===== src/verilog/gcr_pkg.sv =====
// Package for the pin, clock-calibration and data-hold register bank.
// Assumes a 16-bit register port with byte-wide addresses.
package gcr_pkg;
  // Register offsets
  localparam logic [7:0] RatioAddr  = 8'h0a;
  localparam logic [7:0] PinCfgAddr = 8'h4f;
  localparam logic [7:0] CalCtlAddr = 8'h50;
  localparam logic [7:0] HoldAddr   = 8'h5f;
  // Field positions
  localparam int Pin0IeBit  = 1;
  localparam int Pin1OeBit  = 6;
  localparam int Pin1SelBit = 6;
  localparam int CalStartBit = 5;
  localparam int HoldBBit   = 2;
  localparam int HoldABit   = 1;
  localparam int GateBit    = 0;
  // Reset values of the implemented bits
  localparam logic RstBit = 1'b0;
  // Calibration defaults
  localparam int RatioWidth = 12;
  localparam int RefPeriods = 1;
  // Slot indices
  localparam int SlotA = 0;
  localparam int SlotB = 1;
  // Calibration states, Gray along idle, count, done
  typedef enum logic [1:0] {
    CAL_IDLE  = 2'b00,
    CAL_COUNT = 2'b01,
    CAL_DONE  = 2'b11
  } gcr_cal_state_type;
endpackage


===== src/verilog/gcr_ifs.sv =====
// Carriers between the register bank and its two helpers.
// Assumes everything runs on the one system clock.
interface gcr_cal_if;
  logic                             start;
  logic                             gate;
  logic                             busy;
  logic                             done;
  logic [gcr_pkg::RatioWidth-1:0]   ratio;
  modport ctl (output start, output gate, input busy, input done, input ratio);
  modport eng (input start, input gate, output busy, output done, output ratio);
endinterface

interface gcr_hold_if;
  logic [1:0] hold;
  modport ctl (output hold);
  modport eng (input hold);
endinterface


===== src/verilog/gcr_regs.sv =====
// Register bank for pin control, fast clock calibration and slot data hold.
// Assumes the serial control port delivers decoded reads and writes here.
//
// Behaviour
// - Bit 1 of the pin config register enables pin 0's input buffer and resets to zero.
// - Bit 6 of the pin config register enables pin 1's output driver, which drives only while set.
// - The pin 1 source select at bit 6 of the calibration register matters only while pin 1 is enabled.
// - Source select 0 drives pin 1 low and 1 drives it with the front end power-down signal.
// - Writing one to calibration start at bit 5 while it holds zero and the clock gate bit is one begins the fast-to-reference clock ratio calculation.
// - The computed ratio is placed in the ratio field of register 0x0a for the host to read.
// - While the slot B hold bit at bit 2 is one, slot B data registers do not update.
// - While the slot A hold bit at bit 1 is one, slot A data registers do not update.
// - With a hold bit at zero, that slot keeps taking new results, and zero is its reset value.
// - The fast clock runs for calibration only while the clock gate bit at bit 0 is one.
module gcr_regs #(
  parameter int CH          = 4,
  parameter int DW          = 16,
  parameter int REF_PERIODS = gcr_pkg::RefPeriods
) (
  // Clock and reset
  input  wire logic             sys_clk_i,
  input  wire logic             sys_rst_i,
  // Register port
  input  wire logic [7:0]       reg_addr_i,
  input  wire logic             reg_wr_i,
  input  wire logic [15:0]      reg_wdata_i,
  input  wire logic             reg_rd_i,
  output logic      [15:0]      reg_rdata_o,
  output logic                  reg_rvalid_o,
  // General-purpose pin 0
  input  wire logic             pin0_i,
  output logic                  pin0_in_o,
  // General-purpose pin 1
  input  wire logic             afe_powerdown_i,
  output logic                  pin1_o,
  output logic                  pin1_oe_o,
  // Fast clock calibration
  input  wire logic             fast_tick_i,
  input  wire logic             ref_tick_i,
  output logic                  fast_clock_run_o,
  output logic                  cal_busy_o,
  // Slot results
  input  wire logic             slot_a_valid_i,
  input  wire logic [CH*DW-1:0] slot_a_data_i,
  input  wire logic             slot_b_valid_i,
  input  wire logic [CH*DW-1:0] slot_b_data_i,
  output logic      [CH*DW-1:0] slot_a_out_o,
  output logic      [CH*DW-1:0] slot_b_out_o
);
  // Control bits
  logic pin0_input_enable,    next_pin0_input_enable;
  logic pin1_output_enable,   next_pin1_output_enable;
  logic pin1_source_select,   next_pin1_source_select;
  logic fast_clock_cal_start, next_fast_clock_cal_start;
  logic slot_a_hold,          next_slot_a_hold;
  logic slot_b_hold,          next_slot_b_hold;
  logic fast_clock_gate_enable, next_fast_clock_gate_enable;
  // Read path and pins
  logic [15:0] rdata,  next_rdata;
  logic        rvalid, next_rvalid;
  logic        pin1,   next_pin1;
  logic        pin1_oe, next_pin1_oe;
  logic        pin0_in, next_pin0_in;
  // Helper inputs and outputs
  logic [1:0][CH*DW-1:0] slot_data;
  logic [1:0][CH*DW-1:0] slot_new;
  logic [1:0]            slot_valid;

  gcr_cal_if  cal_bus ();
  gcr_hold_if hold_bus ();

  // Address decode, shared by the write and read paths
  function automatic logic hit(input logic [7:0] a, input logic [7:0] off);
    hit = (a == off);
  endfunction

  // Register write path
  always_comb begin
    next_pin0_input_enable      = pin0_input_enable;
    next_pin1_output_enable     = pin1_output_enable;
    next_pin1_source_select     = pin1_source_select;
    next_fast_clock_cal_start   = fast_clock_cal_start;
    next_slot_a_hold            = slot_a_hold;
    next_slot_b_hold            = slot_b_hold;
    next_fast_clock_gate_enable = fast_clock_gate_enable;
    if (reg_wr_i) begin
      // Reserved bits are dropped and hold no state
      if (hit(reg_addr_i, gcr_pkg::PinCfgAddr)) begin
        next_pin0_input_enable  = reg_wdata_i[gcr_pkg::Pin0IeBit];
        next_pin1_output_enable = reg_wdata_i[gcr_pkg::Pin1OeBit];
      end
      if (hit(reg_addr_i, gcr_pkg::CalCtlAddr)) begin
        next_pin1_source_select   = reg_wdata_i[gcr_pkg::Pin1SelBit];
        next_fast_clock_cal_start = reg_wdata_i[gcr_pkg::CalStartBit];
      end
      if (hit(reg_addr_i, gcr_pkg::HoldAddr)) begin
        next_slot_b_hold            = reg_wdata_i[gcr_pkg::HoldBBit];
        next_slot_a_hold            = reg_wdata_i[gcr_pkg::HoldABit];
        next_fast_clock_gate_enable = reg_wdata_i[gcr_pkg::GateBit];
      end
    end
  end

  always_ff @(posedge sys_clk_i) begin
    if (sys_rst_i) begin
      pin0_input_enable      <= gcr_pkg::RstBit;
      pin1_output_enable     <= gcr_pkg::RstBit;
      pin1_source_select     <= gcr_pkg::RstBit;
      fast_clock_cal_start   <= gcr_pkg::RstBit;
      slot_a_hold            <= gcr_pkg::RstBit;
      slot_b_hold            <= gcr_pkg::RstBit;
      fast_clock_gate_enable <= gcr_pkg::RstBit;
    end else begin
      pin0_input_enable      <= next_pin0_input_enable;
      pin1_output_enable     <= next_pin1_output_enable;
      pin1_source_select     <= next_pin1_source_select;
      fast_clock_cal_start   <= next_fast_clock_cal_start;
      slot_a_hold            <= next_slot_a_hold;
      slot_b_hold            <= next_slot_b_hold;
      fast_clock_gate_enable <= next_fast_clock_gate_enable;
    end
  end

  // Register read path: data one cycle after the read strobe
  always_comb begin
    next_rdata  = rdata;
    next_rvalid = reg_rd_i;
    if (reg_rd_i) begin
      next_rdata = 16'h0000;
      if (hit(reg_addr_i, gcr_pkg::RatioAddr)) begin
        next_rdata[gcr_pkg::RatioWidth-1:0] = cal_bus.ratio;
      end
      if (hit(reg_addr_i, gcr_pkg::PinCfgAddr)) begin
        next_rdata[gcr_pkg::Pin0IeBit] = pin0_input_enable;
        next_rdata[gcr_pkg::Pin1OeBit] = pin1_output_enable;
      end
      if (hit(reg_addr_i, gcr_pkg::CalCtlAddr)) begin
        next_rdata[gcr_pkg::Pin1SelBit]  = pin1_source_select;
        next_rdata[gcr_pkg::CalStartBit] = fast_clock_cal_start;
      end
      if (hit(reg_addr_i, gcr_pkg::HoldAddr)) begin
        next_rdata[gcr_pkg::HoldBBit] = slot_b_hold;
        next_rdata[gcr_pkg::HoldABit] = slot_a_hold;
        next_rdata[gcr_pkg::GateBit]  = fast_clock_gate_enable;
      end
    end
  end

  // Pin drive
  always_comb begin
    next_pin0_in = pin0_i & pin0_input_enable;
    next_pin1_oe = pin1_output_enable;
    next_pin1    = 1'b0;
    if (pin1_output_enable && pin1_source_select) begin
      next_pin1 = afe_powerdown_i;
    end
  end

  always_ff @(posedge sys_clk_i) begin
    if (sys_rst_i) begin
      rdata   <= 16'h0000;
      rvalid  <= 1'b0;
      pin1    <= 1'b0;
      pin1_oe <= 1'b0;
      pin0_in <= 1'b0;
    end else begin
      rdata   <= next_rdata;
      rvalid  <= next_rvalid;
      pin1    <= next_pin1;
      pin1_oe <= next_pin1_oe;
      pin0_in <= next_pin0_in;
    end
  end

  assign reg_rdata_o  = rdata;
  assign reg_rvalid_o = rvalid;
  assign pin1_o       = pin1;
  assign pin1_oe_o    = pin1_oe;
  assign pin0_in_o    = pin0_in;

  // Calibration engine
  assign cal_bus.start    = fast_clock_cal_start;
  assign cal_bus.gate     = fast_clock_gate_enable;
  assign fast_clock_run_o = fast_clock_gate_enable;
  assign cal_busy_o       = cal_bus.busy;

  gcr_clk_cal #(
    .REF_PERIODS (REF_PERIODS)
  ) u_cal (
    .sys_clk_i   (sys_clk_i),
    .sys_rst_i   (sys_rst_i),
    .fast_tick_i (fast_tick_i),
    .ref_tick_i  (ref_tick_i),
    .cal         (cal_bus)
  );

  // Slot data registers
  assign hold_bus.hold[gcr_pkg::SlotA] = slot_a_hold;
  assign hold_bus.hold[gcr_pkg::SlotB] = slot_b_hold;
  assign slot_valid = {slot_b_valid_i, slot_a_valid_i};
  assign slot_new   = {slot_b_data_i, slot_a_data_i};

  gcr_slot_hold #(
    .CH (CH),
    .DW (DW)
  ) u_hold (
    .sys_clk_i   (sys_clk_i),
    .sys_rst_i   (sys_rst_i),
    .new_valid_i (slot_valid),
    .new_data_i  (slot_new),
    .data_o      (slot_data),
    .hc          (hold_bus)
  );

  assign slot_a_out_o = slot_data[gcr_pkg::SlotA];
  assign slot_b_out_o = slot_data[gcr_pkg::SlotB];
endmodule


===== src/verilog/gcr_clk_cal.sv =====
// Clock ratio engine: counts fast-clock ticks over reference periods.
// Assumes tick inputs are one-cycle pulses synchronous to sys_clk_i.
module gcr_clk_cal #(
  parameter int REF_PERIODS = gcr_pkg::RefPeriods
) (
  // Clock and reset
  input  wire logic sys_clk_i,
  input  wire logic sys_rst_i,
  // Tick sources
  input  wire logic fast_tick_i,
  input  wire logic ref_tick_i,
  // Control
  gcr_cal_if.eng    cal
);
  localparam int RW = gcr_pkg::RatioWidth;
  gcr_pkg::gcr_cal_state_type state, next_state;
  logic          start_q, next_start_q;
  logic [RW-1:0] cnt, next_cnt, ratio, next_ratio;
  logic [15:0]   refs, next_refs;
  logic          fast_en;

  // Fast ticks count only while the fast clock is gated on
  assign fast_en = fast_tick_i & cal.gate;

  always_comb begin
    next_state   = state;
    next_cnt     = cnt;
    next_ratio   = ratio;
    next_refs    = refs;
    next_start_q = cal.start;
    case (state)
      gcr_pkg::CAL_IDLE: begin
        // Only a fresh 0-to-1 write of start begins a run
        if (cal.start && !start_q && cal.gate) begin
          next_state = gcr_pkg::CAL_COUNT;
          next_cnt   = '0;
          next_refs  = '0;
        end
      end
      gcr_pkg::CAL_COUNT: begin
        if (!cal.gate || !cal.start) begin
          next_state = gcr_pkg::CAL_IDLE;
        end else begin
          if (fast_en) begin
            next_cnt = cnt + RW'(1);
          end
          if (ref_tick_i) begin
            next_refs = refs + 16'h0001;
            if (refs == 16'(REF_PERIODS - 1)) begin
              next_ratio = fast_en ? cnt + RW'(1) : cnt;
              next_state = gcr_pkg::CAL_DONE;
            end
          end
        end
      end
      gcr_pkg::CAL_DONE: begin
        if (!cal.start) begin
          next_state = gcr_pkg::CAL_IDLE;
        end
      end
      default: next_state = gcr_pkg::CAL_IDLE;
    endcase
  end

  always_ff @(posedge sys_clk_i) begin
    if (sys_rst_i) begin
      state   <= gcr_pkg::CAL_IDLE;
      cnt     <= '0;
      ratio   <= '0;
      refs    <= '0;
      start_q <= 1'b0;
    end else begin
      state   <= next_state;
      cnt     <= next_cnt;
      ratio   <= next_ratio;
      refs    <= next_refs;
      start_q <= next_start_q;
    end
  end

  assign cal.ratio = ratio;
  assign cal.busy  = (state == gcr_pkg::CAL_COUNT);
  assign cal.done  = (state == gcr_pkg::CAL_DONE);
endmodule


===== src/verilog/gcr_slot_hold.sv =====
// Slot data registers, frozen per slot while that slot's hold bit is set.
// Assumes new results arrive as one-cycle valid pulses per slot.
module gcr_slot_hold #(
  parameter int CH = 4,
  parameter int DW = 16
) (
  // Clock and reset
  input  wire logic                        sys_clk_i,
  input  wire logic                        sys_rst_i,
  // New results per slot
  input  wire logic [1:0]                  new_valid_i,
  input  wire logic [1:0][CH*DW-1:0]       new_data_i,
  // Held registers
  output logic      [1:0][CH*DW-1:0]       data_o,
  // Hold control
  gcr_hold_if.eng                          hc
);
  logic [1:0][CH*DW-1:0] data, next_data;

  for (genvar s = 0; s < 2; s++) begin : g_slot
    always_comb begin
      next_data[s] = data[s];
      if (new_valid_i[s] && !hc.hold[s]) begin
        next_data[s] = new_data_i[s];
      end
    end
    always_ff @(posedge sys_clk_i) begin
      if (sys_rst_i) begin
        data[s] <= '0;
      end else begin
        data[s] <= next_data[s];
      end
    end
  end

  assign data_o = data;
endmodule


===== config.mk =====
export PLATFORM = sky130hd
export DESIGN_NAME = gcr_regs
export DESIGN_NICKNAME = d
export VERILOG_FILES = /design/src/verilog/gcr_pkg.sv /design/src/verilog/gcr_ifs.sv /design/src/verilog/gcr_regs.sv /design/src/verilog/gcr_clk_cal.sv /design/src/verilog/gcr_slot_hold.sv
export SDC_FILE = /design/constraint.sdc
export NUM_CORES = 1
export LEC_CHECK = 0
export BUFFER_PORTS_ARGS = -buffer_cell sky130_fd_sc_hd__buf_4
export CAP_MARGIN = 20
export CORE_ASPECT_RATIO = 1.1
export CORE_MARGIN = 1.5
export CORE_UTILIZATION = 43
export CTS_CLUSTER_DIAMETER = 120
export DETAILED_ROUTE_END_ITERATION = 10
export PLACE_DENSITY = 0.76
export SLEW_MARGIN = 25
export SYNTH_ARGS = -nofsm -noshare
export SYNTH_HDL_FRONTEND = slang
export SYNTH_SLANG_ARGS = --single-unit

===== constraint.sdc =====
create_clock -name sys_clk_i -period 1.87 [get_ports sys_clk_i]
set_input_delay 0.561 -clock sys_clk_i [delete_from_list [all_inputs] [get_ports sys_clk_i]]
set_output_delay 0.561 -clock sys_clk_i [all_outputs]
set_load 0.01 [all_outputs]

==> results of run 1 <==
[power breakdown]
part | internal (mW) | leakage (nW) | switching (mW)
Clock | 1.75 | 0.260 | 1.66
Sequential | 4.29 | 1.59 | 0.0746
Combinational | 0.522 | 2.65 | 0.477
Total | 6.55 | 4.50 | 2.21
[cell usage after synthesis (all sizes together) (3+ instances only)]
library cell	number	share of area, %
nand2	280	14
dfxtp	194	51
a21oi	175	12
clkbuf	42	2.1
buf	26	1.8
nand3	23	1.5
nor2	21	1.0
a211oi	15	1.5
o21ai	15	0.99
xnor2	13	1.5
or3	11	0.91
inv	10	0.50
nand2b	10	0.83
nor4	8	0.94
and2	7	0.61
nor2b	7	0.58
nor3	7	0.53
and3	6	0.50
and4	5	0.58
nand4	5	0.41
a31oi	4	0.33
a22oi	3	0.30
a311oi	3	0.51
ha	3	0.50
mux2i	3	0.40
nand3b	3	0.30
nor3b	3	0.30
o31ai	3	0.30
or4	3	0.35
xor2	3	0.35
[repair_timing]
action	in CTS	in global routing
buffers inserted	0	0
gates resized for setup	1	4
setup endpoints to repair	1	11
[placed cells by master, fill, tap and decap left out, drive strengths merged, types with 5 or more instances in the layout]
cell type / n
nand3: 23
a211oi: 15
o21ai: 15
and2: 7
nor2b: 7
buf: 321
nor3: 7
clkbuf: 18
and3: 6
and4: 5
nor4: 8
inv: 18
nor2: 21
nand4: 5
nand2: 280
a21oi: 175
nand2b: 10
or3: 11
xnor2: 13
dfxtp: 194
[sequential cells by signal, summed over array words and instances (netlist names)]
name and cells:
fast_clock_run_o 1, u_cal.refs 16, reg_rvalid_o 1, cal_bus.start 1, slot_a_hold 1, u_hold.data_o 128, pin1_source_select 1, pin1_oe_o 1
slot_b_hold 1, u_cal.state 2, pin0_in_o 1, u_cal.cnt 12, next_pin1_oe 1, pin1_o 1, reg_rdata_o 12, u_cal.start_q 1
u_cal.cal.ratio 12, pin0_input_enable 1
[how the worst min path moves through the flow]
stage                            start  slack, ps                  to  cells after the start
detailed placement    u_hold.data_o[9]        450    u_hold.data_o[9]                      2
CTS                  slot_a_data_i[28]        350   u_hold.data_o[28]                      3
global route         slot_a_data_i[28]        350   u_hold.data_o[28]                      3
floorplan           pin1_source_select        450  pin1_source_select                      2
global placement    u_hold.data_o[126]        440  u_hold.data_o[126]                      2
finish               slot_b_data_i[20]        370   u_hold.data_o[84]                      3
[cell type report]
type	count	area (um2)
fill	1564	6450
sequential	194	3890
multi-input combinational	664	3390
timing repair buffer	321	2530
clock buffer	18	429
tap	234	293
clock inverter	14	118
inverter	10	37.5
[cells by family (layout without fill, tap and decap cells)]
family          count (synthesis)  after routing  synth area share [%]
simple gates                  406            406                  24.1
compound gates                231            231                  17.2
flops                         194            194                  51.3
buf+inv                        78            363                  4.43
xor+xnor                       16             16                  1.85
mux                             4              4                 0.546
fa+ha+maj                       3              3                 0.496
other cells                     1              4                0.0496
[metrics by stage]
stage	utilization, %	instance area (um2)	setup WS (ps)	TNS (ps)	std cells
after floorplan	-	7570	54.6	0	936
after global placement	59.1	10100	-112	-1230	1423
after detailed placement	59.1	10100	-140	-1620	1423
after CTS	62.3	10700	13.4	0	1455
after global routing	62.4	10700	18.8	0	1455
final	62.4	10700	102	0	1455
[per-layer routing]
layer	share of wire, %	track usage [%]
met5	0	0
met3	6.4	6.13
met4	2.2	8.48
met2	50	40.4
met1	41	26.8
[critical path: stages, from the launching register on]
cell and delay (ps):
sky130_fd_sc_hd__dfxtp_2 420, sky130_fd_sc_hd__nor2b_2 220, sky130_fd_sc_hd__buf_4 140
==> impl_summary.txt, run 1 <==
----------------------------------------------------
[Synthesis]
  Netlist area before placement ... 7560 um2
  Primary flip-flop cell chosen by synthesis mapping ... sky130_fd_sc_hd__dfxtp_1
  EDFF count, synth ... 0
  Count of yosys warnings during synthesis ... 0
  #FFs+latches synth ... 194
  Number of library cell types mapped by synthesis ... 60
  Gate Count Post-Synth ... 933
  Mean instance size in the synthesized netlist ... 8.11 um2
  Async set-reset flop share out of synthesis ... 0%
  Part of the Yosys area used for sequential elements ... 51.3%

[Global routing]
  Grt total ovfl ... 0
  Total routing usage reported by global routing ... 23.0%
  First-pass GRT wire length ... 32900 um
  Initial antenna violation count ... 0
  Via count of the first global-routing pass ... 6402
  Maximum number of pins on one net before global-route repair ... 97

[Clock network]
  Number of buffers between clock root and the deepest sink ... 2
  Skew-Pair Late Insertion Delay ... 430 ps
  Total CTS buffers ... 17
  TritonCTS clock tree ... yes
  Post-CTS Hold Fix Bufs ... 0
  Clock net sink count ... 194
  Clock-pin transition on the worst setup and hold timing paths ... 70 ps
  Max H-tree Level ... 4
  Clock tree root driver cell ... sky130_fd_sc_hd__clkbuf_16

[Power]
  Areal power density over the cells ... 820 nW/um2
  Tot Pwr ... 8.77 mW
  Leak pwr ... 4.50 nW
  IR drop worst, VDD ... 0.616 mV

[Timing]
  Transition at the pin with the smallest max-transition slack ... 705 ps
  Hold slack final ... 375 ps
  RSZ-0062 raised after global routing ... no
  Share of the clock period used by the worst path ... 94.5%
  Worst slew margin ... 52.7%
  Finish-stage setup viols ... 0
  Fmax ... 0.566 GHz
  Final critical-path required period ... 1770 ps
  Largest clock skew in the final design ... 10.9 ps
  Final slew viol count ... 0
  Number of hold violations in the final report ... 0

[Routing]
  Total wire length ... 22000 um
  Per-cell via count in the routed design ... 4.95
  Antenna viol nets, final ... 0
  TritonRoute pass-1 iters ... 4
  Detail-routed net length per standard cell ... 15.1 um
  DRC violations left ... 0
  Routed via count ... 7203
  Initial DRC count ... 391

[Worst setup path]
  Critical path type ... reg -> out
  Critical path launch point ... u_cal.state[0]
  Signal arrival time at the worst endpoint ... 1210 ps
  Peak fanout along the critical path ... 11
  Reg2reg start ... u_cal.refs[0]
  Required time of the worst setup path ... 1310 ps
  Number of cell instances on the worst register-to-register path ... 7
  Capturing element type of the critical path ... primary output
  Setup slack, reg-to-reg ... 180 ps
  Termination of the worst setup path ... cal_busy_o
  Category of the worst setup path launch point ... flop
  R2r endpoint ... u_cal.cal.ratio[4]

[Floorplan]
  Total number of placement rows ... 50
  Vertical die dimension ... 142 um
  Chip Width ... 129 um
  Initial core utilization ... 44.1%
  Core ar. ... 17100 um2
  Area of the die ... 18400 um2
  I/O pin count ... 312

[Finish]
  Number of nets in the layout ... 1373
  Antenna Diode Count ... 0
  P&R area growth vs syn ... 41.3%
  Fraction of layout instances using a drive strength above 1 ... 30.5%

[Placement]
  Last weighted congestion value of the routability-driven placer ... 0.839
  IO buf count ... 296
  DPL Wire Length ... 16200 um

[Outcome]
  Outcome ... finished clean

[Min path]
  Path category of the worst min-delay check ... in -> reg

[Flow run]
  Max-Cap Viols ... 0

----------------------------------------------------
No activity file was read; power rests on OpenSTA's default activity.
==> run 2: changes to the inputs <==
CELL_PAD_IN_SITES_DETAIL_PLACEMENT = 1   (was default)
CELL_PAD_IN_SITES_GLOBAL_PLACEMENT = 1   (was default)
CORE_UTILIZATION = 31   (was 43)
PLACE_DENSITY = default   (was 0.76)
PLACE_DENSITY_LB_ADDON = 0.1   (was default)
==> run 2 against run 1 <==
Compared with the run above:
- sequential share of layout area down 0.49 points
- non-clock buffer count grew 6
- register-to-register slack got worse by 30 ps
- combinational power about the same
- via count up 2.3%
- clock skew is 1.5 ps higher
- cell count is 5.2% higher
- routed wire length grew 16%
- design area rose by 1.4%
- count of clock-buffer cells in the layout is 1 lower
- setup slack lost 1.3 ps
- critical endpoint unchanged
- largest cell class unchanged
- largest power group unchanged
- highest routed layer is now met5
==> impl_summary.txt, run 2 (synthesis results as in run 1) <==
----------------------------------------------------
[Outcome]
  Outcome ... finished clean

[Finish]
  Flip-flop count of the largest register after layout ... 128 (unchanged)
  Area occupied by registers ... 3890 um2 (unchanged)
  Fillcell total ... 2902 (+86%)
  Most common cell after layout, fill and taps aside ... sky130_fd_sc_hd__buf_4
  Count of placed standard cells in the final layout, fillers left out ... 1531 (+5.2%)
  P&R area growth vs syn ... 43.2%
  Area taken by multi-input logic gates ... 3380 um2 (-0.18%)
  Number of nets in the layout ... 1379 (+0.44%)
  Most frequent cells in the layout ... sky130_fd_sc_hd__buf_4 (317), sky130_fd_sc_hd__nand2_1 (279), sky130_fd_sc_hd__dfxtp_1 (192)
  Post-layout instance area ... 10800 um2 (+1.4%)
  Final cell utilization of the core ... 45.4% (-17 points)
  Fraction of layout instances using a drive strength above 1 ... 30.8% (+0.23 points)

[Clock network]
  Clock-pin transition on the worst setup and hold timing paths ... 80 ps (about the same)
  Clock net sink count ... 194 (unchanged)
  Total CTS buffers ... 17 (unchanged)
  Number of buffers between clock root and the deepest sink ... 2 (unchanged)
  Max H-tree Level ... 4 (unchanged)
  Clock tree root driver cell ... sky130_fd_sc_hd__clkbuf_16
  TritonCTS clock tree ... yes
  Skew-Pair Late Insertion Delay ... 430 ps (about the same)

[Power]
  Leak pwr ... 4.55 nW (+1.1%)
  IR drop worst, VDD ... 0.554 mV (-10%)
  Areal power density over the cells ... 831 nW/um2 (+1.3%)
  Tot Pwr ... 9.00 mW (+2.6%)

[Floorplan]
  Total number of placement rows ... 59 (+18%)
  Area of the die ... 25300 um2 (+38%)
  Core ar. ... 23800 um2 (+39%)
  Initial core utilization ... 31.7% (-12 points)
  Chip Width ... 152 um (+17%)
  I/O pin count ... 312 (unchanged)
  Vertical die dimension ... 167 um (+17%)

[Worst setup path]
  Critical path type ... reg -> out
  Chain of cells forming the critical path ... nor2b_2, buf_4
  Required time of the worst setup path ... 1310 ps (about the same)
  WP buf/inv ... 1 (unchanged)
  Capturing element type of the critical path ... primary output
  Standard cell with the maximum stage delay on the critical path ... sky130_fd_sc_hd__dfxtp_2
  Peak fanout along the critical path ... 11 (unchanged)
  Critical Path Max Stage Delay ... 430 ps (about the same)
  Signal arrival time at the worst endpoint ... 1210 ps (about the same)
  Cell class contributing the biggest share of worst-path delay ... flip-flops
  Category of the worst setup path launch point ... flop

[Timing]
  Largest clock skew in the final design ... 12.4 ps (+1.47 ps)
  Final critical-path required period ... 1770 ps (+1.32 ps)
  Finish-stage setup viols ... 0 (unchanged)
  Number of hold violations in the final report ... 0 (unchanged)
  Hold slack final ... 373 ps (-1.35 ps)
  Worst slew margin ... 66.1% (+13 points)
  RSZ-0062 raised after global routing ... no
  Share of the clock period used by the worst path ... 94.6% (about the same)
  Transition at the pin with the smallest max-transition slack ... 495 ps (-210 ps)
  Worst setup slack after layout ... 101 ps (-1.32 ps)
  Fmax ... 0.565 GHz (about the same)
  Final TNS setup ... 0 ps (unchanged)
  Final slew viol count ... 0 (unchanged)

[Routing]
  Amount of wire on met3 after detailed routing ... 1150 um (-19%)
  Detail-routed net length per standard cell ... 16.7 um (+10%)
  Routed wire length on met2 ... 13200 um (+19%)
  Uppermost layer routed ... met5
  Antenna viol nets, final ... 0 (unchanged)
  TritonRoute pass-1 iters ... 5 (+1)
  Total wire length ... 25600 um (+16%)
  Per-cell via count in the routed design ... 4.81 (-2.8%)
  Initial DRC count ... 316 (-19%)
  Met1 wire length ... 10700 um (+18%)
  Routed via count ... 7366 (+2.3%)
  DRC violations left ... 0 (unchanged)

[Placement]
  Count of placed standard cells including taps ... 1500 (+5.4%)
  IO buf count ... 296 (unchanged)
  Last weighted congestion value of the routability-driven placer ... 0.782 (-6.8%)
  Worst setup timing slack at the placement stage ... -191 ps (-50.7 ps)
  DPL Wire Length ... 18900 um (+17%)
  Post-Place Cell Area ... 10200 um2 (+1.2%)

[Global routing]
  Maximum number of pins on one net before global-route repair ... 78 (-20%)
  Grt total ovfl ... 0 (unchanged)
  Initial antenna violation count ... 2 (+2)
  Via count of the first global-routing pass ... 7148 (+12%)
  Total routing usage reported by global routing ... 19.8% (-3.2 points)
  First-pass GRT wire length ... 40200 um (+22%)

[Flow run]
  Max-Cap Viols ... 0 (unchanged)

[Min path]
  Path category of the worst min-delay check ... in -> reg

----------------------------------------------------
-- run 2: power breakdown --
part	switching (mW)	internal, mW
combinational	0.494	0.526
clock	1.73	1.88
sequential	0.0785	4.28
-- run 2: repair_timing --
action | in CTS | in global routing
setup endpoints to repair | 1 | 3
cloned | 0 | 0
buffers inserted | 0 | 0
resized for setup | 1 | 3
hold buffers | 0 | 0
endpoints found under the hold margin | 0 | 0
-- run 2: worst min-delay path, stage by stage --
cell and delay (ps):
sky130_fd_sc_hd__buf_4 110, sky130_fd_sc_hd__nand2_1 40, sky130_fd_sc_hd__a21oi_1 50
-- run 2: path summary, 6_finish.rpt --
| kind | startpoint | to | slack, ps | depth (start not counted) |
|---|---|---|---|---|
| hold / removal | slot_a_data_i[44] | u_hold.data_o[44] | 370 | 3 |
| setup / recovery | u_cal.state[0] | cal_busy_o | 100 | 2 |
| hold reg to reg | u_hold.data_o[127] | u_hold.data_o[127] | 450 | 2 |
| setup reg to reg | u_cal.refs[0] | u_cal.cal.ratio[1] | 150 | 6 |
-- run 2: final cells by class --
| cell class | instances | area share, % |
|---|---|---|
| clock inverter | 13 | 1.34 |
| inverter | 10 | 0.347 |
| antenna | 1 | 0.0231 |
| timing repair buffer | 327 | 23.7 |
| clock buffer | 17 | 3.93 |
| sequential | 194 | 35.9 |
| multi-input combinational | 664 | 31.2 |
| tap | 305 | 3.52 |
-- run 2: per-layer routing --
| layer | vias to the layer above | GRT usage (%) |
|---|---|---|
| li1 | 3697 | - |
| met1 | 3464 | 23.6 |
| met2 | 175 | 35.4 |
| met3 | 28 | 4.58 |
| met4 | 2 | 5.95 |
| met5 | - | 0 |
==> run 3: changes to the inputs <==
GPL_TIMING_DRIVEN = 0   (was default)
SKIP_CTS_REPAIR_TIMING = 1   (was default)
==> run 3 against run 2 <==
Compared with the run above:
- sequential power about the same
- global-route usage up 0.92 points
- clock power up 3%
- non-clock buffer count up 35
- via count up 2.1%
- first-iteration DRC count down 33%
- sequential cell count unchanged
- design area down 0.10%
- setup slack worse by 32 ps
- power up 1.0%
- sequential share of layout area about the same
- cell count up 2.4%
==> impl_summary.txt, run 3 (synthesis results as in run 1) <==
----------------------------------------------------
[Worst setup path]
  Peak fanout along the critical path ... 10 (-1)
  Setup slack, reg-to-reg ... 120 ps (-30 ps)
  Required time of the worst setup path ... 1310 ps (about the same)
  Capturing element type of the critical path ... primary output
  Category of the worst setup path launch point ... flop
  Signal arrival time at the worst endpoint ... 1240 ps (+30 ps)
  Critical path type ... reg -> out

[Routing]
  TritonRoute pass-1 iters ... 4 (-1)
  Detail-routed net length per standard cell ... 17.1 um (+2.4%)
  DRC violations left ... 0 (unchanged)
  Per-cell via count in the routed design ... 4.80 (-0.20%)
  Antenna viol nets, final ... 0 (unchanged)
  Initial DRC count ... 211 (-33%)
  Total wire length ... 26800 um (+4.8%)
  Routed via count ... 7524 (+2.1%)

[Clock network]
  Number of buffers between clock root and the deepest sink ... 2 (unchanged)
  TritonCTS clock tree ... yes
  Total CTS buffers ... 17 (unchanged)
  Clock tree root driver cell ... sky130_fd_sc_hd__clkbuf_16
  Clock net sink count ... 194 (unchanged)
  Skew-Pair Late Insertion Delay ... 430 ps (about the same)
  Max H-tree Level ... 4 (unchanged)
  Clock-pin transition on the worst setup and hold timing paths ... 80 ps (about the same)

[Placement]
  Last weighted congestion value of the routability-driven placer ... 0.787 (+0.64%)
  Post-Place Cell Area ... 10200 um2 (-0.84%)
  DPL Wire Length ... 20900 um (+10%)
  IO buf count ... 294 (-0.68%)

[Floorplan]
  I/O pin count ... 312 (unchanged)
  Vertical die dimension ... 167 um (unchanged)
  Core ar. ... 23800 um2 (unchanged)
  Initial core utilization ... 31.7% (unchanged)
  Chip Width ... 152 um (unchanged)
  Area of the die ... 25300 um2 (unchanged)
  Total number of placement rows ... 59 (unchanged)

[Timing]
  Number of hold violations in the final report ... 0 (unchanged)
  Finish-stage setup viols ... 0 (unchanged)
  Transition at the pin with the smallest max-transition slack ... 607 ps (+112 ps)
  Worst slew margin ... 59.5% (-6.6 points)
  Share of the clock period used by the worst path ... 96.3% (+1.7 points)
  Final slew viol count ... 0 (unchanged)
  Largest clock skew in the final design ... 13.4 ps (+0.939 ps)
  Fmax ... 0.555 GHz (-1.8%)
  Final critical-path required period ... 1800 ps (+31.7 ps)

[Finish]
  P&R area growth vs syn ... 43.1%
  Most frequent cells in the layout ... sky130_fd_sc_hd__buf_4 (299), sky130_fd_sc_hd__nand2_1 (279), sky130_fd_sc_hd__dfxtp_1 (193)
  Most common cell after layout, fill and taps aside ... sky130_fd_sc_hd__buf_4
  Number of nets in the layout ... 1414 (+2.5%)
  Final cell utilization of the core ... 45.4% (-0.047 points)
  Fillcell total ... 2948 (+1.6%)
  Antenna Diode Count ... 0 (-1)
  Flip-flop count of the largest register after layout ... 128 (unchanged)
  Post-layout instance area ... 10800 um2 (-0.10%)
  Fraction of layout instances using a drive strength above 1 ... 29.6% (-1.1 points)

[Power]
  IR drop worst, VDD ... 0.553 mV (-0.18%)
  Areal power density over the cells ... 840 nW/um2 (+1.1%)
  Int Pwr ... 6.70 mW (+0.20%)
  Power share of the combinational group ... 11.1% (-0.2 points)
  Reg power frac ... 48.0% (-0.5 points)
  Net Sw Frac ... 26.3% (+0.62 points)
  Clock share of power ... 40.8% (+0.6 points)
  Net switching power figure ... 2.39 mW (+3.5%)
  Leak pwr ... 4.53 nW (-0.52%)

[Flow run]
  Max-Cap Viols ... 0 (unchanged)

[Min path]
  Path category of the worst min-delay check ... in -> reg

[Global routing]
  First-pass GRT wire length ... 41500 um (+3.2%)
  Initial antenna violation count ... 1 (-1)
  Total routing usage reported by global routing ... 20.8% (+0.92 points)
  Via count of the first global-routing pass ... 7275 (+1.8%)
  Grt total ovfl ... 0 (unchanged)
  Maximum number of pins on one net before global-route repair ... 20 (-74%)

[Outcome]
  Outcome ... finished clean

----------------------------------------------------
## run 3: cell count changes in the layout (fill, tap and decap cells not counted), moves of 4 or more
cell,before,now
sky130_fd_sc_hd__buf_4,317,299
sky130_fd_sc_hd__buf_12,9,0
sky130_fd_sc_hd__buf_2,0,4
sky130_fd_sc_hd__clkbuf_2,0,13
sky130_fd_sc_hd__clkbuf_1,0,30
sky130_fd_sc_hd__clkinv_4,7,1
sky130_fd_sc_hd__inv_6,1,6
sky130_fd_sc_hd__buf_1,0,12
## run 3: final timing paths
kind,start,endpoint,cells past startpoint
max,u_cal.state[0],cal_busy_o,3
min,afe_powerdown_i,pin1_o,2
max reg2reg,u_cal.refs[0],u_cal.cal.ratio[1],7
min reg2reg,u_hold.data_o[104],u_hold.data_o[104],2
## run 3: area by class of cell
class,count,area (um2),share of cell area (%)
sequential,194,3880,35.9
multi-input combinational,664,3400,31.4
timing repair buffer,294,2210,20.4
clock buffer,17,425,3.93
tap,305,382,3.53
buffer,68,318,2.94
clock inverter,15,168,1.55
inverter,10,37.5,0.347
## run 3: per-stage QoR
stage	hold WS (ps)	setup WS [ps]	power, mW	std cells	TNS [ps]
after floorplan	446	54.6	4.85	936	0
after global placement	443	-543	5.47	1535	-57170
after detailed placement	448	-552	5.49	1535	-62010
after CTS	345	-116	9.25	1567	-3140
after global routing	351	-14.5	9.51	1567	-14.5
final	360	69.3	9.09	1567	0
## run 3: critical path, stage by stage (launching register included)
cell and delay, ps:
sky130_fd_sc_hd__dfxtp_1 350, sky130_fd_sc_hd__buf_6 150, sky130_fd_sc_hd__nor2b_4 170, sky130_fd_sc_hd__buf_4 130
## run 3: power by group through the flow
stage	clock, mW	sequential [mW]	combinational (mW)
floorplan	0	4.53	0.320
global placement	0	4.46	1.02
detailed placement	0	4.47	1.03
CTS	3.85	4.37	1.03
global route	4.01	4.39	1.11
finish	3.71	4.37	1.01
## run 3: metal layers
metal,track usage [%],vias to the layer above,share of wire (%)
li1,-,3782,-
met1,24.7,3543,42
met2,37.7,170,53
met3,3.90,27,3.8
met4,6.21,2,1.8
met5,0,-,0.041
